**src/common/tcc_defines.svh**
```systemverilog
// Constants for the timer counter control block: offsets, fields, resets, timing
`ifndef TCC_DEFINES_SVH
`define TCC_DEFINES_SVH

// ==========================================================================
// Register byte offsets
`define TCC_OFF_CONTROL   4'h0
`define TCC_OFF_COUNT     4'h4
`define TCC_OFF_STATUS    4'h8
`define TCC_OFF_MASK      4'hc

// ==========================================================================
// Control field positions
`define TCC_SRC_HI        7
`define TCC_SRC_LO        6
`define TCC_PS_HI         5
`define TCC_PS_LO         4
`define TCC_BYPASS_BIT    2
`define TCC_ON_BIT        0
`define TCC_CTRL_MASK     8'hf5

// ==========================================================================
// Status and mask field positions
`define TCC_ST_ROLL_BIT   0
`define TCC_ST_WAKE_BIT   1
`define TCC_ST_WIDTH      2

// ==========================================================================
// Reset values
`define TCC_CTRL_RESET    8'h00
`define TCC_COUNT_RESET   16'h0000
`define TCC_MASK_RESET    2'h0

// ==========================================================================
// Timing
`define TCC_INSTR_DIV     4
`define TCC_LFOSC_DIV     806

`endif

```
**src/common/tcc_pkg.sv**
```systemverilog
// Types for the timer counter control block
package tcc_pkg;

	typedef enum logic [1:0] {
		TCC_SRC_INSTR = 2'b00,
		TCC_SRC_SYS   = 2'b01,
		TCC_SRC_PIN   = 2'b10,
		TCC_SRC_LFOSC = 2'b11
	} tcc_src_t;

	typedef enum logic [1:0] {
		TCC_PS_1 = 2'b00,
		TCC_PS_2 = 2'b01,
		TCC_PS_4 = 2'b10,
		TCC_PS_8 = 2'b11
	} tcc_ps_t;

endpackage

```
**src/verilog/tcc_timer.sv**
```systemverilog
// Timer counter with its control register, behind an AXI4-Lite slave
// Function
// - A two-bit source field picks the low-frequency oscillator, the pin, the system clock or the quarter clock.
// - With the pin selected, only rising edges of the pin advance the count.
// - A two-bit prescale field divides the count tick by 8, 4, 2 or 1.
// - A sync-bypass bit of 0 synchronises the pin input, 1 bypasses the synchroniser.
// - The 16-bit count rolls from ffff to 0000 and sets a sticky rollover flag that software clears.
// - While asleep the count runs only with the pin source in bypass mode, and a rollover then wakes the device.
`timescale 1ns/1ps
`include "tcc_defines.svh"

module tcc_timer
	import tcc_pkg::*;
#(
	parameter int LFOSC_DIV = `TCC_LFOSC_DIV
)(
	// Clock and reset
	input  wire logic        aclk,
	input  wire logic        aresetn,
	// AXI4-Lite write address
	input  wire logic [3:0]  s_axi_awaddr,
	input  wire logic        s_axi_awvalid,
	output logic             s_axi_awready,
	// AXI4-Lite write data
	input  wire logic [31:0] s_axi_wdata,
	input  wire logic [3:0]  s_axi_wstrb,
	input  wire logic        s_axi_wvalid,
	output logic             s_axi_wready,
	// AXI4-Lite write response
	output logic [1:0]       s_axi_bresp,
	output logic             s_axi_bvalid,
	input  wire logic        s_axi_bready,
	// AXI4-Lite read address
	input  wire logic [3:0]  s_axi_araddr,
	input  wire logic        s_axi_arvalid,
	output logic             s_axi_arready,
	// AXI4-Lite read data
	output logic [31:0]      s_axi_rdata,
	output logic [1:0]       s_axi_rresp,
	output logic             s_axi_rvalid,
	input  wire logic        s_axi_rready,
	// Pins and system
	input  wire logic        external_count_input,
	input  wire logic        sleep,
	output logic             wake,
	output logic             irq
);

	if (LFOSC_DIV < 2 || LFOSC_DIV > 65535) begin : g_bad_lfosc_div
		$error("LFOSC_DIV out of range");
	end

	// ==================================================================
	// Registers
	logic [7:0]              timer_counter_control;
	logic [15:0]             count;
	logic [`TCC_ST_WIDTH-1:0] status;
	logic [`TCC_ST_WIDTH-1:0] mask;
	logic                    aw_held;
	logic                    w_held;
	logic [3:0]              aw_addr;
	logic [7:0]              w_byte0;
	logic [15:0]             w_data16;
	logic [3:0]              w_strb;

	wire tcc_src_t src        = tcc_src_t'(timer_counter_control[`TCC_SRC_HI:`TCC_SRC_LO]);
	wire tcc_ps_t  ps         = tcc_ps_t'(timer_counter_control[`TCC_PS_HI:`TCC_PS_LO]);
	wire           sync_bypass = timer_counter_control[`TCC_BYPASS_BIT];
	wire           counter_on  = timer_counter_control[`TCC_ON_BIT];

	// ==================================================================
	// Tick sources
	logic [1:0]  instr_div;
	logic [15:0] lfosc_div;
	logic        pin_sync1;
	logic        pin_sync2;
	logic        pin_prev;

	// Bypass skips the two-stage synchroniser: two cycles less latency, the pin must be clean
	wire pin_level   = sync_bypass ? external_count_input : pin_sync2;

	always_ff @(posedge aclk) begin
		if (!aresetn) begin
			instr_div <= 2'h0;
			lfosc_div <= 16'h0000;
			pin_sync1 <= 1'b0;
			pin_sync2 <= 1'b0;
			pin_prev  <= 1'b0;
		end else begin
			instr_div <= instr_div + 2'h1;
			lfosc_div <= (lfosc_div == 16'(LFOSC_DIV - 1)) ? 16'h0000 : lfosc_div + 16'h0001;
			pin_sync1 <= external_count_input;
			pin_sync2 <= pin_sync1;
			pin_prev  <= pin_level;
		end
	end

	wire pin_rise    = pin_level && !pin_prev;
	wire instr_tick  = (instr_div == 2'(`TCC_INSTR_DIV - 1));
	wire lfosc_tick  = (lfosc_div == 16'(LFOSC_DIV - 1));
	wire src_tick    = (src == TCC_SRC_LFOSC) ? lfosc_tick :
	                   (src == TCC_SRC_PIN)   ? pin_rise :
	                   (src == TCC_SRC_SYS)   ? 1'b1 : instr_tick;
	// Asleep, only the asynchronous counter keeps running
	wire sleep_ok    = !sleep || (sync_bypass && src == TCC_SRC_PIN);
	wire run         = counter_on && sleep_ok;
	logic count_tick;

	tcc_prescaler u_prescaler (
		.aclk     (aclk),
		.aresetn  (aresetn),
		.run      (run),
		.ratio    (ps),
		.tick_in  (src_tick),
		.tick_out (count_tick)
	);

	wire rollover = count_tick && (count == 16'hffff);

	// ==================================================================
	// Bus decode
	wire do_write   = aw_held && w_held && !s_axi_bvalid;
	wire wr_ctrl    = do_write && (aw_addr == `TCC_OFF_CONTROL) && w_strb[0];
	wire wr_count   = do_write && (aw_addr == `TCC_OFF_COUNT);
	wire wr_status  = do_write && (aw_addr == `TCC_OFF_STATUS) && w_strb[0];
	wire wr_mask    = do_write && (aw_addr == `TCC_OFF_MASK) && w_strb[0];
	wire wr_mapped  = (aw_addr == `TCC_OFF_CONTROL) || (aw_addr == `TCC_OFF_COUNT) ||
	                  (aw_addr == `TCC_OFF_STATUS) || (aw_addr == `TCC_OFF_MASK);
	wire rd_take    = s_axi_arvalid && !s_axi_rvalid;
	wire rd_ctrl    = (s_axi_araddr == `TCC_OFF_CONTROL);
	wire rd_count   = (s_axi_araddr == `TCC_OFF_COUNT);
	wire rd_status  = (s_axi_araddr == `TCC_OFF_STATUS);
	wire rd_mask    = (s_axi_araddr == `TCC_OFF_MASK);
	wire rd_clear   = rd_take && rd_status;
	wire [31:0] rd_value = rd_ctrl   ? {24'h0, timer_counter_control} :
	                       rd_count  ? {16'h0, count} :
	                       rd_status ? {30'h0, status} :
	                       rd_mask   ? {30'h0, mask} : 32'h0;
	wire [15:0] strobed_count = {w_strb[1] ? w_data16[15:8] : count[15:8],
	                             w_strb[0] ? w_data16[7:0] : count[7:0]};
	wire [`TCC_ST_WIDTH-1:0] events = {rollover && sleep, rollover};

	assign s_axi_awready = !aw_held;
	assign s_axi_wready  = !w_held;
	assign s_axi_arready = !s_axi_rvalid;
	assign irq           = |(status & mask);
	assign wake          = status[`TCC_ST_WAKE_BIT];

	// ==================================================================
	// Write channel capture and response
	always_ff @(posedge aclk) begin
		if (!aresetn) begin
			aw_held      <= 1'b0;
			w_held       <= 1'b0;
			aw_addr      <= 4'h0;
			w_byte0      <= 8'h00;
			w_data16     <= 16'h0000;
			w_strb       <= 4'h0;
			s_axi_bvalid <= 1'b0;
			s_axi_bresp  <= 2'h0;
		end else begin
			if (s_axi_awvalid && !aw_held) begin
				aw_held <= 1'b1;
				aw_addr <= s_axi_awaddr;
			end
			if (s_axi_wvalid && !w_held) begin
				w_held   <= 1'b1;
				w_byte0  <= s_axi_wdata[7:0];
				w_data16 <= s_axi_wdata[15:0];
				w_strb   <= s_axi_wstrb;
			end
			if (do_write) begin
				aw_held      <= 1'b0;
				w_held       <= 1'b0;
				s_axi_bvalid <= 1'b1;
				s_axi_bresp  <= wr_mapped ? 2'h0 : 2'h2;
			end else if (s_axi_bready)
				s_axi_bvalid <= 1'b0;
		end
	end

	// ==================================================================
	// Read channel
	always_ff @(posedge aclk) begin
		if (!aresetn) begin
			s_axi_rvalid <= 1'b0;
			s_axi_rdata  <= 32'h0;
			s_axi_rresp  <= 2'h0;
		end else if (rd_take) begin
			s_axi_rvalid <= 1'b1;
			s_axi_rdata  <= rd_value;
			s_axi_rresp  <= (rd_ctrl || rd_count || rd_status || rd_mask) ? 2'h0 : 2'h2;
		end else if (s_axi_rready)
			s_axi_rvalid <= 1'b0;
	end

	// ==================================================================
	// Control, count, status and mask
	always_ff @(posedge aclk) begin
		if (!aresetn) begin
			timer_counter_control <= `TCC_CTRL_RESET;
			count                 <= `TCC_COUNT_RESET;
			status                <= '0;
			mask                  <= `TCC_MASK_RESET;
		end else begin
			if (wr_ctrl)
				timer_counter_control <= w_byte0 & `TCC_CTRL_MASK;
			if (wr_count)
				count <= strobed_count;
			else if (count_tick)
				count <= count + 16'h0001;
			// Set beats clear when an event lands on the clearing read or write
			status <= (status & ~((rd_clear ? 2'h3 : 2'h0) | (wr_status ? w_byte0[1:0] : 2'h0)))
			          | events;
			if (wr_mask)
				mask <= w_byte0[1:0];
		end
	end

endmodule // tcc_timer

```
**src/verilog/tcc_prescaler.sv**
```systemverilog
// Prescaler dividing the selected count tick by 1, 2, 4 or 8
`timescale 1ns/1ps
`include "tcc_defines.svh"

module tcc_prescaler
	import tcc_pkg::*;
(
	// Clock and reset
	input  wire logic    aclk,
	input  wire logic    aresetn,
	// Control
	input  wire logic    run,
	input  wire tcc_ps_t ratio,
	input  wire logic    tick_in,
	// Divided tick
	output logic         tick_out
);

	logic [2:0] stage;
	logic [2:0] next_stage;
	wire  [2:0] last_value;

	// ==================================================================
	// Terminal count per ratio
	assign last_value = (ratio == TCC_PS_8) ? 3'h7 :
	                    (ratio == TCC_PS_4) ? 3'h3 :
	                    (ratio == TCC_PS_2) ? 3'h1 : 3'h0;
	assign next_stage = (stage >= last_value) ? 3'h0 : stage + 3'h1;
	assign tick_out   = run && tick_in && (stage >= last_value);

	// Stage is cleared while stopped so each start begins a full period
	always_ff @(posedge aclk) begin
		if (!aresetn || !run)
			stage <= 3'h0;
		else if (tick_in)
			stage <= next_stage;
	end

endmodule // tcc_prescaler

```
**config.mk**
```make
export PLATFORM = sky130hd
export DESIGN_NAME = tcc_timer
export DESIGN_NICKNAME = d
export VERILOG_FILES = /design/src/common/tcc_pkg.sv /design/src/verilog/tcc_timer.sv /design/src/verilog/tcc_prescaler.sv
export VERILOG_INCLUDE_DIRS = /design/src /design/src/common
export SDC_FILE = /design/constraint.sdc
export NUM_CORES = 1
export LEC_CHECK = 0
export ABC_CLOCK_PERIOD_IN_PS = 2100
export BUFFER_PORTS_ARGS = -buffer_cell sky130_fd_sc_hd__buf_2
export CORE_AREA = 2 2 108 110
export DETAILED_ROUTE_END_ITERATION = 8
export DIE_AREA = 0 0 110 112
export GPL_TIMING_DRIVEN = 0
export RECOVER_POWER = 100
export SLEW_MARGIN = 25
export SYNTH_ARGS = -nofsm -noshare
export SYNTH_HDL_FRONTEND = slang
export SYNTH_SLANG_ARGS = --single-unit
```
**constraint.sdc**
```tcl
create_clock -name aclk -period 2.1 [get_ports aclk]
set_input_delay 0.42 -clock aclk [delete_from_list [all_inputs] [get_ports aclk]]
set_output_delay 0.42 -clock aclk [all_outputs]
set_load 0.05 [all_outputs]
```
## Word level (Yosys, flattened, before mapping)

Index checks and enable logic that the tools add are counted.
W data, S select, Z words.

- Register bits after elaboration: 120
- Input bits: 53
- Output and inout port bits: 43
- Word-level logic and storage cells: 120

- Add/sub/neg operators: 4
- Magnitude comparators: 1
- Equality and inequality tests: 17
- Mux-type cells: 24
- Bitwise gates (word level): 6
- Reduce and logical (&&, ||, !) cells: 46

Operators with widths:

| operator | count |
|---|---|
| $mux W16 | 4 |
| $add A16 B1 Y16 const B | 2 |
| $logic_and A1 B1 Y1 | 20 |
| $eq A16 B10 Y1 const B | 1 |
| $eq A16 B16 Y1 const B | 1 |
| $eq A4 B4 Y1 const B | 4 |
| $mux W8 | 2 |
| $mux W2 | 6 |
| $eq A2 B2 Y1 const B | 5 |
| $mux W1 | 9 |
| $mux W3 | 3 |
| $eq A4 B3 Y1 const B | 2 |
| $logic_not A1 Y1 | 8 |
| $logic_not A4 Y1 | 2 |
| $logic_or A1 B1 Y1 | 8 |
| $reduce_bool A2 Y1 | 3 |
| $reduce_or A2 Y1 | 3 |
| $and A2 B2 Y2 | 2 |
| $eq A2 B1 Y1 const B | 2 |
| $ne A2 B2 Y1 const B | 2 |
| $or A2 B2 Y2 | 2 |
| $reduce_and A2 Y1 | 2 |
| $add A3 B1 Y3 const B | 1 |
| $ge A3 B3 Y1 | 1 |
| other kinds (3) | 3 |

## Depth between registers and ports, before layout

Gate-level depths: netlist of run 1.

- Depth in word-level cells: 9
- Depth in mapped cells: 9
- Gate-level depth less buffers: 8

## Cells and area by module

Synthesis of run 1 repeated with hierarchy kept, for this count alone.

- Cell total of the unflattened synthesis: 553
- Area, all modules: 4,591.9 um2

By module, submodules not included:

| module | instances | cells each | area an instance (um2) | sequential area each (um2) |
|---|---|---|---|---|
| tcc_timer | 1 | 524 | 4,327.9 | 1,821.7 |
| tcc_prescaler | 1 | 29 | 264.0 | 60.1 |

## Worst setup path before layout of run 1

OpenSTA, ideal clock, no wires.

- Path type: flip-flop to flip-flop
- Start point: register timer_counter_control[4]
- End point: register count[10]
- Library setup time: 0.116 ns
- Data arrival time: 1.956 ns
- Data required time: 1.984 ns
- Path slack: 0.029 ns
- Stages on the path, launching flop included: 9
- Buffers on the path: 0
- Clock period less this slack: 2.071 ns
- Cell sequence: dfxtp_1 > or2_2 > ha_1 > nor2b_1 > o21ai_1 > and3_4 > nand2_4 > o2111a_1 > a31o_1

- Cells in the longest elaborated chain, start to end: 8
- Elaborated cells on any way between the ends: 10
- Those cells by class: 1 x order compare; 3 x eq/ne; 3 x mux; 3 x reduce/logical

Ends and longest elaborated chain:

| element | line | text |
|---|---|---|
| start: declaration | tcc_timer.sv:55 | `logic [7:0] timer_counter_control;` |
| start signal: assignment | tcc_timer.sv:201 | `` timer_counter_control <= `TCC_CTRL_RESET; `` |
| start signal: assignment | tcc_timer.sv:207 | `` timer_counter_control <= w_byte0 & `TCC_CTRL_MASK; `` |
| $eq A2 B1 Y1 | tcc_prescaler.sv:27 | `(ratio == TCC_PS_2) ? 3'h1 : 3'h0;` |
| $mux W1 | tcc_prescaler.sv:27 |  |
| $mux W3 | tcc_prescaler.sv:26 | `(ratio == TCC_PS_4) ? 3'h3 :` |
| $mux W3 (*) | tcc_prescaler.sv:25 | `assign last_value = (ratio == TCC_PS_8) ? 3'h7 :` |
| $ge A3 B3 Y1 (*) | tcc_prescaler.sv:29 | `assign tick_out = run && tick_in && (stage >= last_value);` |
| $logic_and A1 B1 Y1 (*) | tcc_prescaler.sv:29 |  |
| $reduce_bool A2 Y1 (no line) (*) | - |  |
| $reduce_and A2 Y1 (no line) (*) | - |  |
| end signal: assignment | tcc_timer.sv:202 | `` count <= `TCC_COUNT_RESET; `` |
| end signal: assignment | tcc_timer.sv:209 | `count <= strobed_count;` |
| end signal: assignment | tcc_timer.sv:211 | `count <= count + 16'h0001;` |
| end: declaration | tcc_timer.sv:56 | `logic [15:0] count;` |

Every way passes the cells marked *; elsewhere a longest branch is shown, timed or not.
A chain may end at the register's enable or synchronous reset.

## Worst setup path after layout of run 1

Same ends and word-level chain as after synthesis.

==> results of run 1 <==
state kept, by name (all words and copies together), names as in the netlist, 2 cells and up:
| register | count |
|---|---|
| aw_addr | 4 |
| count | 16 |
| instr_div | 2 |
| lfosc_div | 16 |
| mask | 2 |
| s_axi_rdata | 16 |
| status | 2 |
| timer_counter_control | 6 |
| u_prescaler.stage | 3 |
| w_byte0 | 7 |
| w_data16 | 9 |
| w_strb | 2 |
layout by cell type (no fill, tap or decap), types with 18 or more instances in the layout:
cell / netlist / layout
buf_2: 4 / 37
nand2_1: 89 / 89
nand3_1: 20 / 19
a21oi_1: 48 / 48
nor2_1: 54 / 53
dfxtp_1: 94 / 90
conb_1: 1 / 18
buf_4: 18 / 23
clkbuf_1: 21 / 45
repair_timing:
item                                    in CTS  in global routing
endpoints found under the setup margin      17                 33
buffers inserted                             1                  4
pin swaps                                    5                  6
resized for setup                            9                  9
endpoints found under the hold margin        0                  0
gates cloned                                 0                  0
kinds of logic (layout without fill, tap and decap cells):
kind of cell / after synthesis / after routing / synth area share (%)
fa+ha+maj: 8 / 8 / 2.30
compound gates: 112 / 112 / 17.0
flops: 94 / 94 / 43.2
mux: 13 / 13 / 2.99
simple gates: 227 / 227 / 25.3
buf+inv: 55 / 133 / 6.44
xor+xnor: 13 / 13 / 2.61
other cells: 1 / 18 / 0.0861
routing by layer:
layer  share of wire, %  up-vias
li1                   -     1992
met1                 49     1834
met2                 42      116
met3                6.4       20
met4                2.1        0
met5                  0        -
through the flow:
stage	worst slack, ns	TNS [ns]	hold WS, ns
CTS	0.0147	0	0.254
global route	-0.0210	-0.0543	0.260
finish	0.00292	0	0.260
detailed placement	-0.294	-2.98	0.420
global placement	-0.264	-2.45	0.415
floorplan	0.0287	0	0.399
area by class of cell:
class                   instances  area share, %
clock inverters                 7           1.87
flip-flops and latches         94           35.7
well taps                     143           3.39
inverters                      11          0.781
repair buffers                 62           5.54
multi-input cells             391           43.9
clock buffers                   9           4.26
plain buffers                  44           4.52
cells in the mapped netlist, drive strengths merged (2+ instances only):
master,number
dfxtp,94
nand2,91
nor2,54
a21oi,49
buf,22
clkbuf,22
nand3,20
nor3,16
o21ai,16
mux2i,13
inv,11
xor2,11
a22oi,10
and3,9
ha,8
nand4,8
o31ai,5
or3,5
and2,4
nor4b,4
o31a,4
a211oi,3
a221oi,3
and4,3
nor2b,3
nor3b,3
o2111ai,3
o22ai,3
a21boi,2
and4b,2
o21a,2
o32ai,2
or2,2
xnor2,2
power breakdown:
group | total, mW | internal [mW] | switching, mW
Combinational | 0.359 | 0.110 | 0.249
Clock | 1.75 | 1.05 | 0.703
Sequential | 1.87 | 1.83 | 0.0449
Total | 3.98 | 2.99 | 0.997
worst min-delay path by stage:
stage / from / slack (ns) / depth (start not counted) / to
floorplan: instr_div[0] / 0.40 / 1 / instr_div[0]
global placement: pin_sync1 / 0.41 / 1 / pin_sync2
CTS: s_axi_rready / 0.25 / 2 / s_axi_rvalid
detailed placement: instr_div[0] / 0.42 / 1 / instr_div[0]
finish: s_axi_rready / 0.26 / 2 / s_axi_rvalid
global route: s_axi_rready / 0.26 / 2 / s_axi_rvalid
==> results.ini, run 1 <==
[run_status]
outcome = completed

[clock_tree]
htree_levels = 3
clockBufferDepth = 2
clk_latency_ns = 0.34
cts_hold_buf = 0
clock-sinks = 94
cts_buffers = 9
cts_tree = built
cts.clk_slew.worst_paths_ns = 0.07
cts_root_buffer = clkbuf_16

[floorplanning]
io_pins = 96
fp.coreArea_sq_mm = 0.0112
initial_utilization_pct = 39.0
die_area_sq_mm = 0.0123
die_y_microns = 112
rows = 39
die_width_microns = 110

[finish]
fin_area_sq_mm = 0.00529
utilization_pct = 47.3
instances_no_fill = 761
fillCellCount = 1102
area_delta_synth_final_pct = 21.4
multi_input_area_sq_mm = 0.00232
num_antenna_cells = 0
seq_area_sq_mm = 0.00189
drive_gt1_share_pct = 17.2
layout.nets = 674

[global_routing]
antenna_found_initial = 0
grt_pass1_wl_mm = 17.4
grt_pass1_vias = 3497
use_met2_pct = 25.9
grt_max_degree = 17
grtUsageMet3_pct = 2.81
grt_use_met1_pct = 26.8
grt_most_used_layer = met1
globalRouteOverflowTotal = 0
grt_usage_pct = 18.1

[timing]
tightest_slew_ns = 0.643
maxSlewHeadroom_pct = 57.1
setup_violations = 0
maxSlewViolCount = 0
rsz0062_at_grt = true
hold_violations = 0
period_share_pct = 99.9
fin_crit_ns = 2.10
fmax_mhz = 477
fin_skew_ns = 0.00614

[critical_path]
ff2ff_setup_slack_ns = 0.003
critPathLaunch = timer_counter_control[4]
end_kind = register
required_ns = 2.33
path_class = reg -> reg
r2r_start = timer_counter_control[4]
crit_chain = or2_4 > ha_4 > nor2b_2 > o21ai_2 > and3_4 > nand2_4 > o2111a_1 > a31o_1
critical_path_depth = 8
cp_slowest_cell = dfxtp_2
crit_path_start_kind = register
r2r-end = count[10]
crit_end = count[10]
path_max_fanout = 7
slowest_delay_ns = 0.33
reg2regPathDepth = 8
cp.arrival_ns = 2.33
crit_family = compound AO/OA/AOI/OAI gates
crit_buf_inv = 0

[routing]
drt_wl_total_mm = 11.0
drc = 0
drt_first_iter_violations = 269
via_count = 3962
via_per_inst = 5.21
ant_nets = 0
dr.pass1.iters = 5
wire_per_inst_microns = 14.4

[place]
place_congestion = 0.861
detailed_place_hpwl_mm = 8.17
dp.cells = 740
place_area_sq_mm = 0.00488
io_buffers = 57

[synth]
async_flop_share_pct = 0
synth.avg_cell_area_sq_um = 8.33
synth_top_area_share_pct = 43.2
yosysWarningCount = 0
yosysUniqueCellTypes = 64
yosysSeqAreaShare_pct = 43.2
syn_area_sq_mm = 0.00435
ys_ff_latch = 94
synth_edf_count = 0
synthCells = 523
ys_top_cells_by_area = dfxtp_1 43%, nand2_1 7.7%, a21oi_1 5.5%
synth_top_area_cell = dfxtp_1
synthFlopType = dfxtp_1

[pwr]
fin_total_pwr_mw = 3.98
ir_worst_vdd_uv = 368
p_per_area_mw_per_mm2 = 754
power.leakage_nw = 2.06

[min_path]
hp-class = in -> reg

[run]
maxCapViolations = 0

(Power assumes the default switching activity.)
==> run 2: changes to the inputs <==
Settings changed: ABC_CLOCK_PERIOD_IN_PS 2100 to default.
Clock period 2.1 ns to 2.55 ns, I/O delays scaled along.
==> run 2 against run 1 <==
Non-clock buffer count fell by 5. Die area did not move. Final area fell by 2.6%. Critical path depth did not move. Clock power fell by 18%. Final cell count fell by 0.66%. Via count barely moved. Clock skew rose by 0.0015 ns. Combinational power fell by 19%. Sequential power fell by 18%.
==> results.ini, run 2 (synthesized netlist as in run 1, its figures left out) <==
[critical_path]
path_class = reg -> reg
path_max_fanout = 9  ; +2
crit_path_start_kind = register
required_ns = 2.78  ; +0.45 ns
ff2ff_setup_slack_ns = 0.24  ; +0.23 ns
r2r_start = timer_counter_control[5]
r2r-end = count[11]
end_kind = register
reg2regPathDepth = 8  ; unchanged
cp.arrival_ns = 2.55  ; +0.22 ns

[timing]
hold_violations = 0  ; unchanged
maxSlewViolCount = 0  ; unchanged
period_share_pct = 90.8  ; -9.1 points
maxSlewHeadroom_pct = 30.2  ; -27 points
fmax_mhz = 432  ; -9.4%
fin_hold_ws_ns = 0.348  ; +0.0876 ns
tns_ns = 0  ; unchanged
fin_crit_ns = 2.31  ; +0.218 ns
setup_violations = 0  ; unchanged
tightest_slew_ns = 1.04  ; +0.396 ns
fin_skew_ns = 0.00761  ; +0.00147 ns
rsz0062_at_grt = false

[global_routing]
grt_usage_pct = 18.0  ; -0.12 points
grt_pass1_vias = 3470  ; -0.77%
globalRouteOverflowTotal = 0  ; unchanged
antenna_found_initial = 0  ; unchanged
grt_max_degree = 17  ; unchanged
grt_pass1_wl_mm = 17.3  ; -0.52%

[floorplanning]
die_area_sq_mm = 0.0123  ; unchanged
die_width_microns = 110  ; unchanged
io_pins = 96  ; unchanged
rows = 39  ; unchanged
die_y_microns = 112  ; unchanged
initial_utilization_pct = 39.0  ; unchanged
fp.coreArea_sq_mm = 0.0112  ; unchanged

[clock_tree]
cts_tree = built
cts_resized = 0  ; -9
htree_levels = 3  ; unchanged
cts_root_buffer = clkbuf_16
cts.clk_slew.worst_paths_ns = 0.07  ; about the same
clk_latency_ns = 0.34  ; about the same
clockBufferDepth = 2  ; unchanged
post_cts_buffers = 0  ; -1
clock-sinks = 94  ; unchanged
cts_buffers = 9  ; unchanged
cts_hold_buf = 0  ; unchanged

[pwr]
p_sw_share_pct = 25.0  ; about the same
power_switching_mw = 0.818  ; -18%
p_comb_share_pct = 8.8  ; -0.2 points
internal_power_mw = 2.45  ; -18%
p_clk_share_pct = 44.1  ; +0.2 points
power.leakage_nw = 2.00  ; -2.8%
pwr-share-seq_pct = 47.1  ; about the same
p_per_area_mw_per_mm2 = 636  ; -16%
ir_worst_vdd_uv = 304  ; -18%

[finish]
area_delta_synth_final_pct = 18.2
num_antenna_cells = 0  ; unchanged
multi_input_area_sq_mm = 0.00223  ; -4.0%
instances_no_fill = 756  ; -0.66%
most-common-layout-cells = 94 x dfxtp_1, 89 x nand2_1, 54 x nor2_1
utilization_pct = 46.1  ; -1.2 points
fillCellCount = 1127  ; +2.3%
fin_area_sq_mm = 0.00515  ; -2.6%
layout.nets = 669  ; -0.74%
seq_area_sq_mm = 0.00188  ; -0.27%
drive_gt1_share_pct = 13.7  ; -3.4 points
final_common_cell = dfxtp_1
reg_top3 = count (16), lfosc_div (16), s_axi_rdata (16)

[routing]
drc = 0  ; unchanged
drt_first_iter_violations = 253  ; -5.9%
ant_nets = 0  ; unchanged
via_per_inst = 5.24  ; +0.59%
via_count = 3959  ; -0.076%
dr.pass1.iters = 5  ; unchanged
wire_per_inst_microns = 14.3  ; -0.85%
drt_wl_total_mm = 10.8  ; -1.5%

[min_path]
hold_depth = 2  ; unchanged
holdCritStartpoint = s_axi_rready
hp-class = in -> reg
worstHoldEndpoint = s_axi_rvalid

[place]
place_area_sq_mm = 0.00488  ; unchanged
io_buffers = 57  ; unchanged
dp.cells = 740  ; unchanged
place_congestion = 0.861  ; unchanged
detailed_place_hpwl_mm = 8.17  ; unchanged

[run]
maxCapViolations = 0  ; unchanged

[run_status]
outcome = completed

## run 2: power groups by stage
stage,sequential (mW),clock [mW],combinational [mW]
after floorplan,1.58,0,0.209
after global placement,1.57,0,0.291
after detailed placement,1.57,0,0.294
after CTS,1.54,1.46,0.295
after global routing,1.55,1.52,0.319
final,1.54,1.44,0.289
## run 2: how the worst max path moves through the flow
stage	from	end	slack (ns)	depth (start not counted)
after floorplan	timer_counter_control[4]	count[10]	0.48	8
after global placement	timer_counter_control[4]	count[12]	0.19	8
after detailed placement	timer_counter_control[4]	count[12]	0.16	8
after CTS	timer_counter_control[5]	count[12]	0.13	8
after global routing	w_held	timer_counter_control[5]	0.07	8
final	timer_counter_control[5]	count[11]	0.24	8
## run 2: through the flow
step | power, mW | setup WS, ns
floorplan | 1.79 | 0.479
global placement | 1.86 | 0.186
detailed placement | 1.87 | 0.156
CTS | 3.30 | 0.131
global route | 3.39 | 0.0738
finish | 3.27 | 0.235
## run 2: area by class of cell
class	instances	share of cell area (%)
plain buffers	44	4.62
clock buffers	9	4.38
clock inverters	7	1.92
inverters	11	0.802
multi-input cells	391	43.3
flip-flops and latches	94	36.6
well taps	143	3.48
repair buffers	57	4.93
## run 2: metal layers
metal / vias up / GRT usage, % / routed length (microns)
li1: 1986 / - / -
met1: 1842 / 26.7 / 5450
met2: 113 / 25.9 / 4580
met3: 18 / 2.69 / 572
met4: 0 / 6.75 / 206
met5: - / 0 / 0
## run 2: worst max-delay path: stages (launching register included)
cell	delay, ns
dfxtp_1	0.35
or2_2	0.28
ha_1	0.28
nor2b_1	0.15
o21ai_2	0.14
and3_1	0.26
a21oi_2	0.39
nor2_1	0.10
o221a_2	0.25
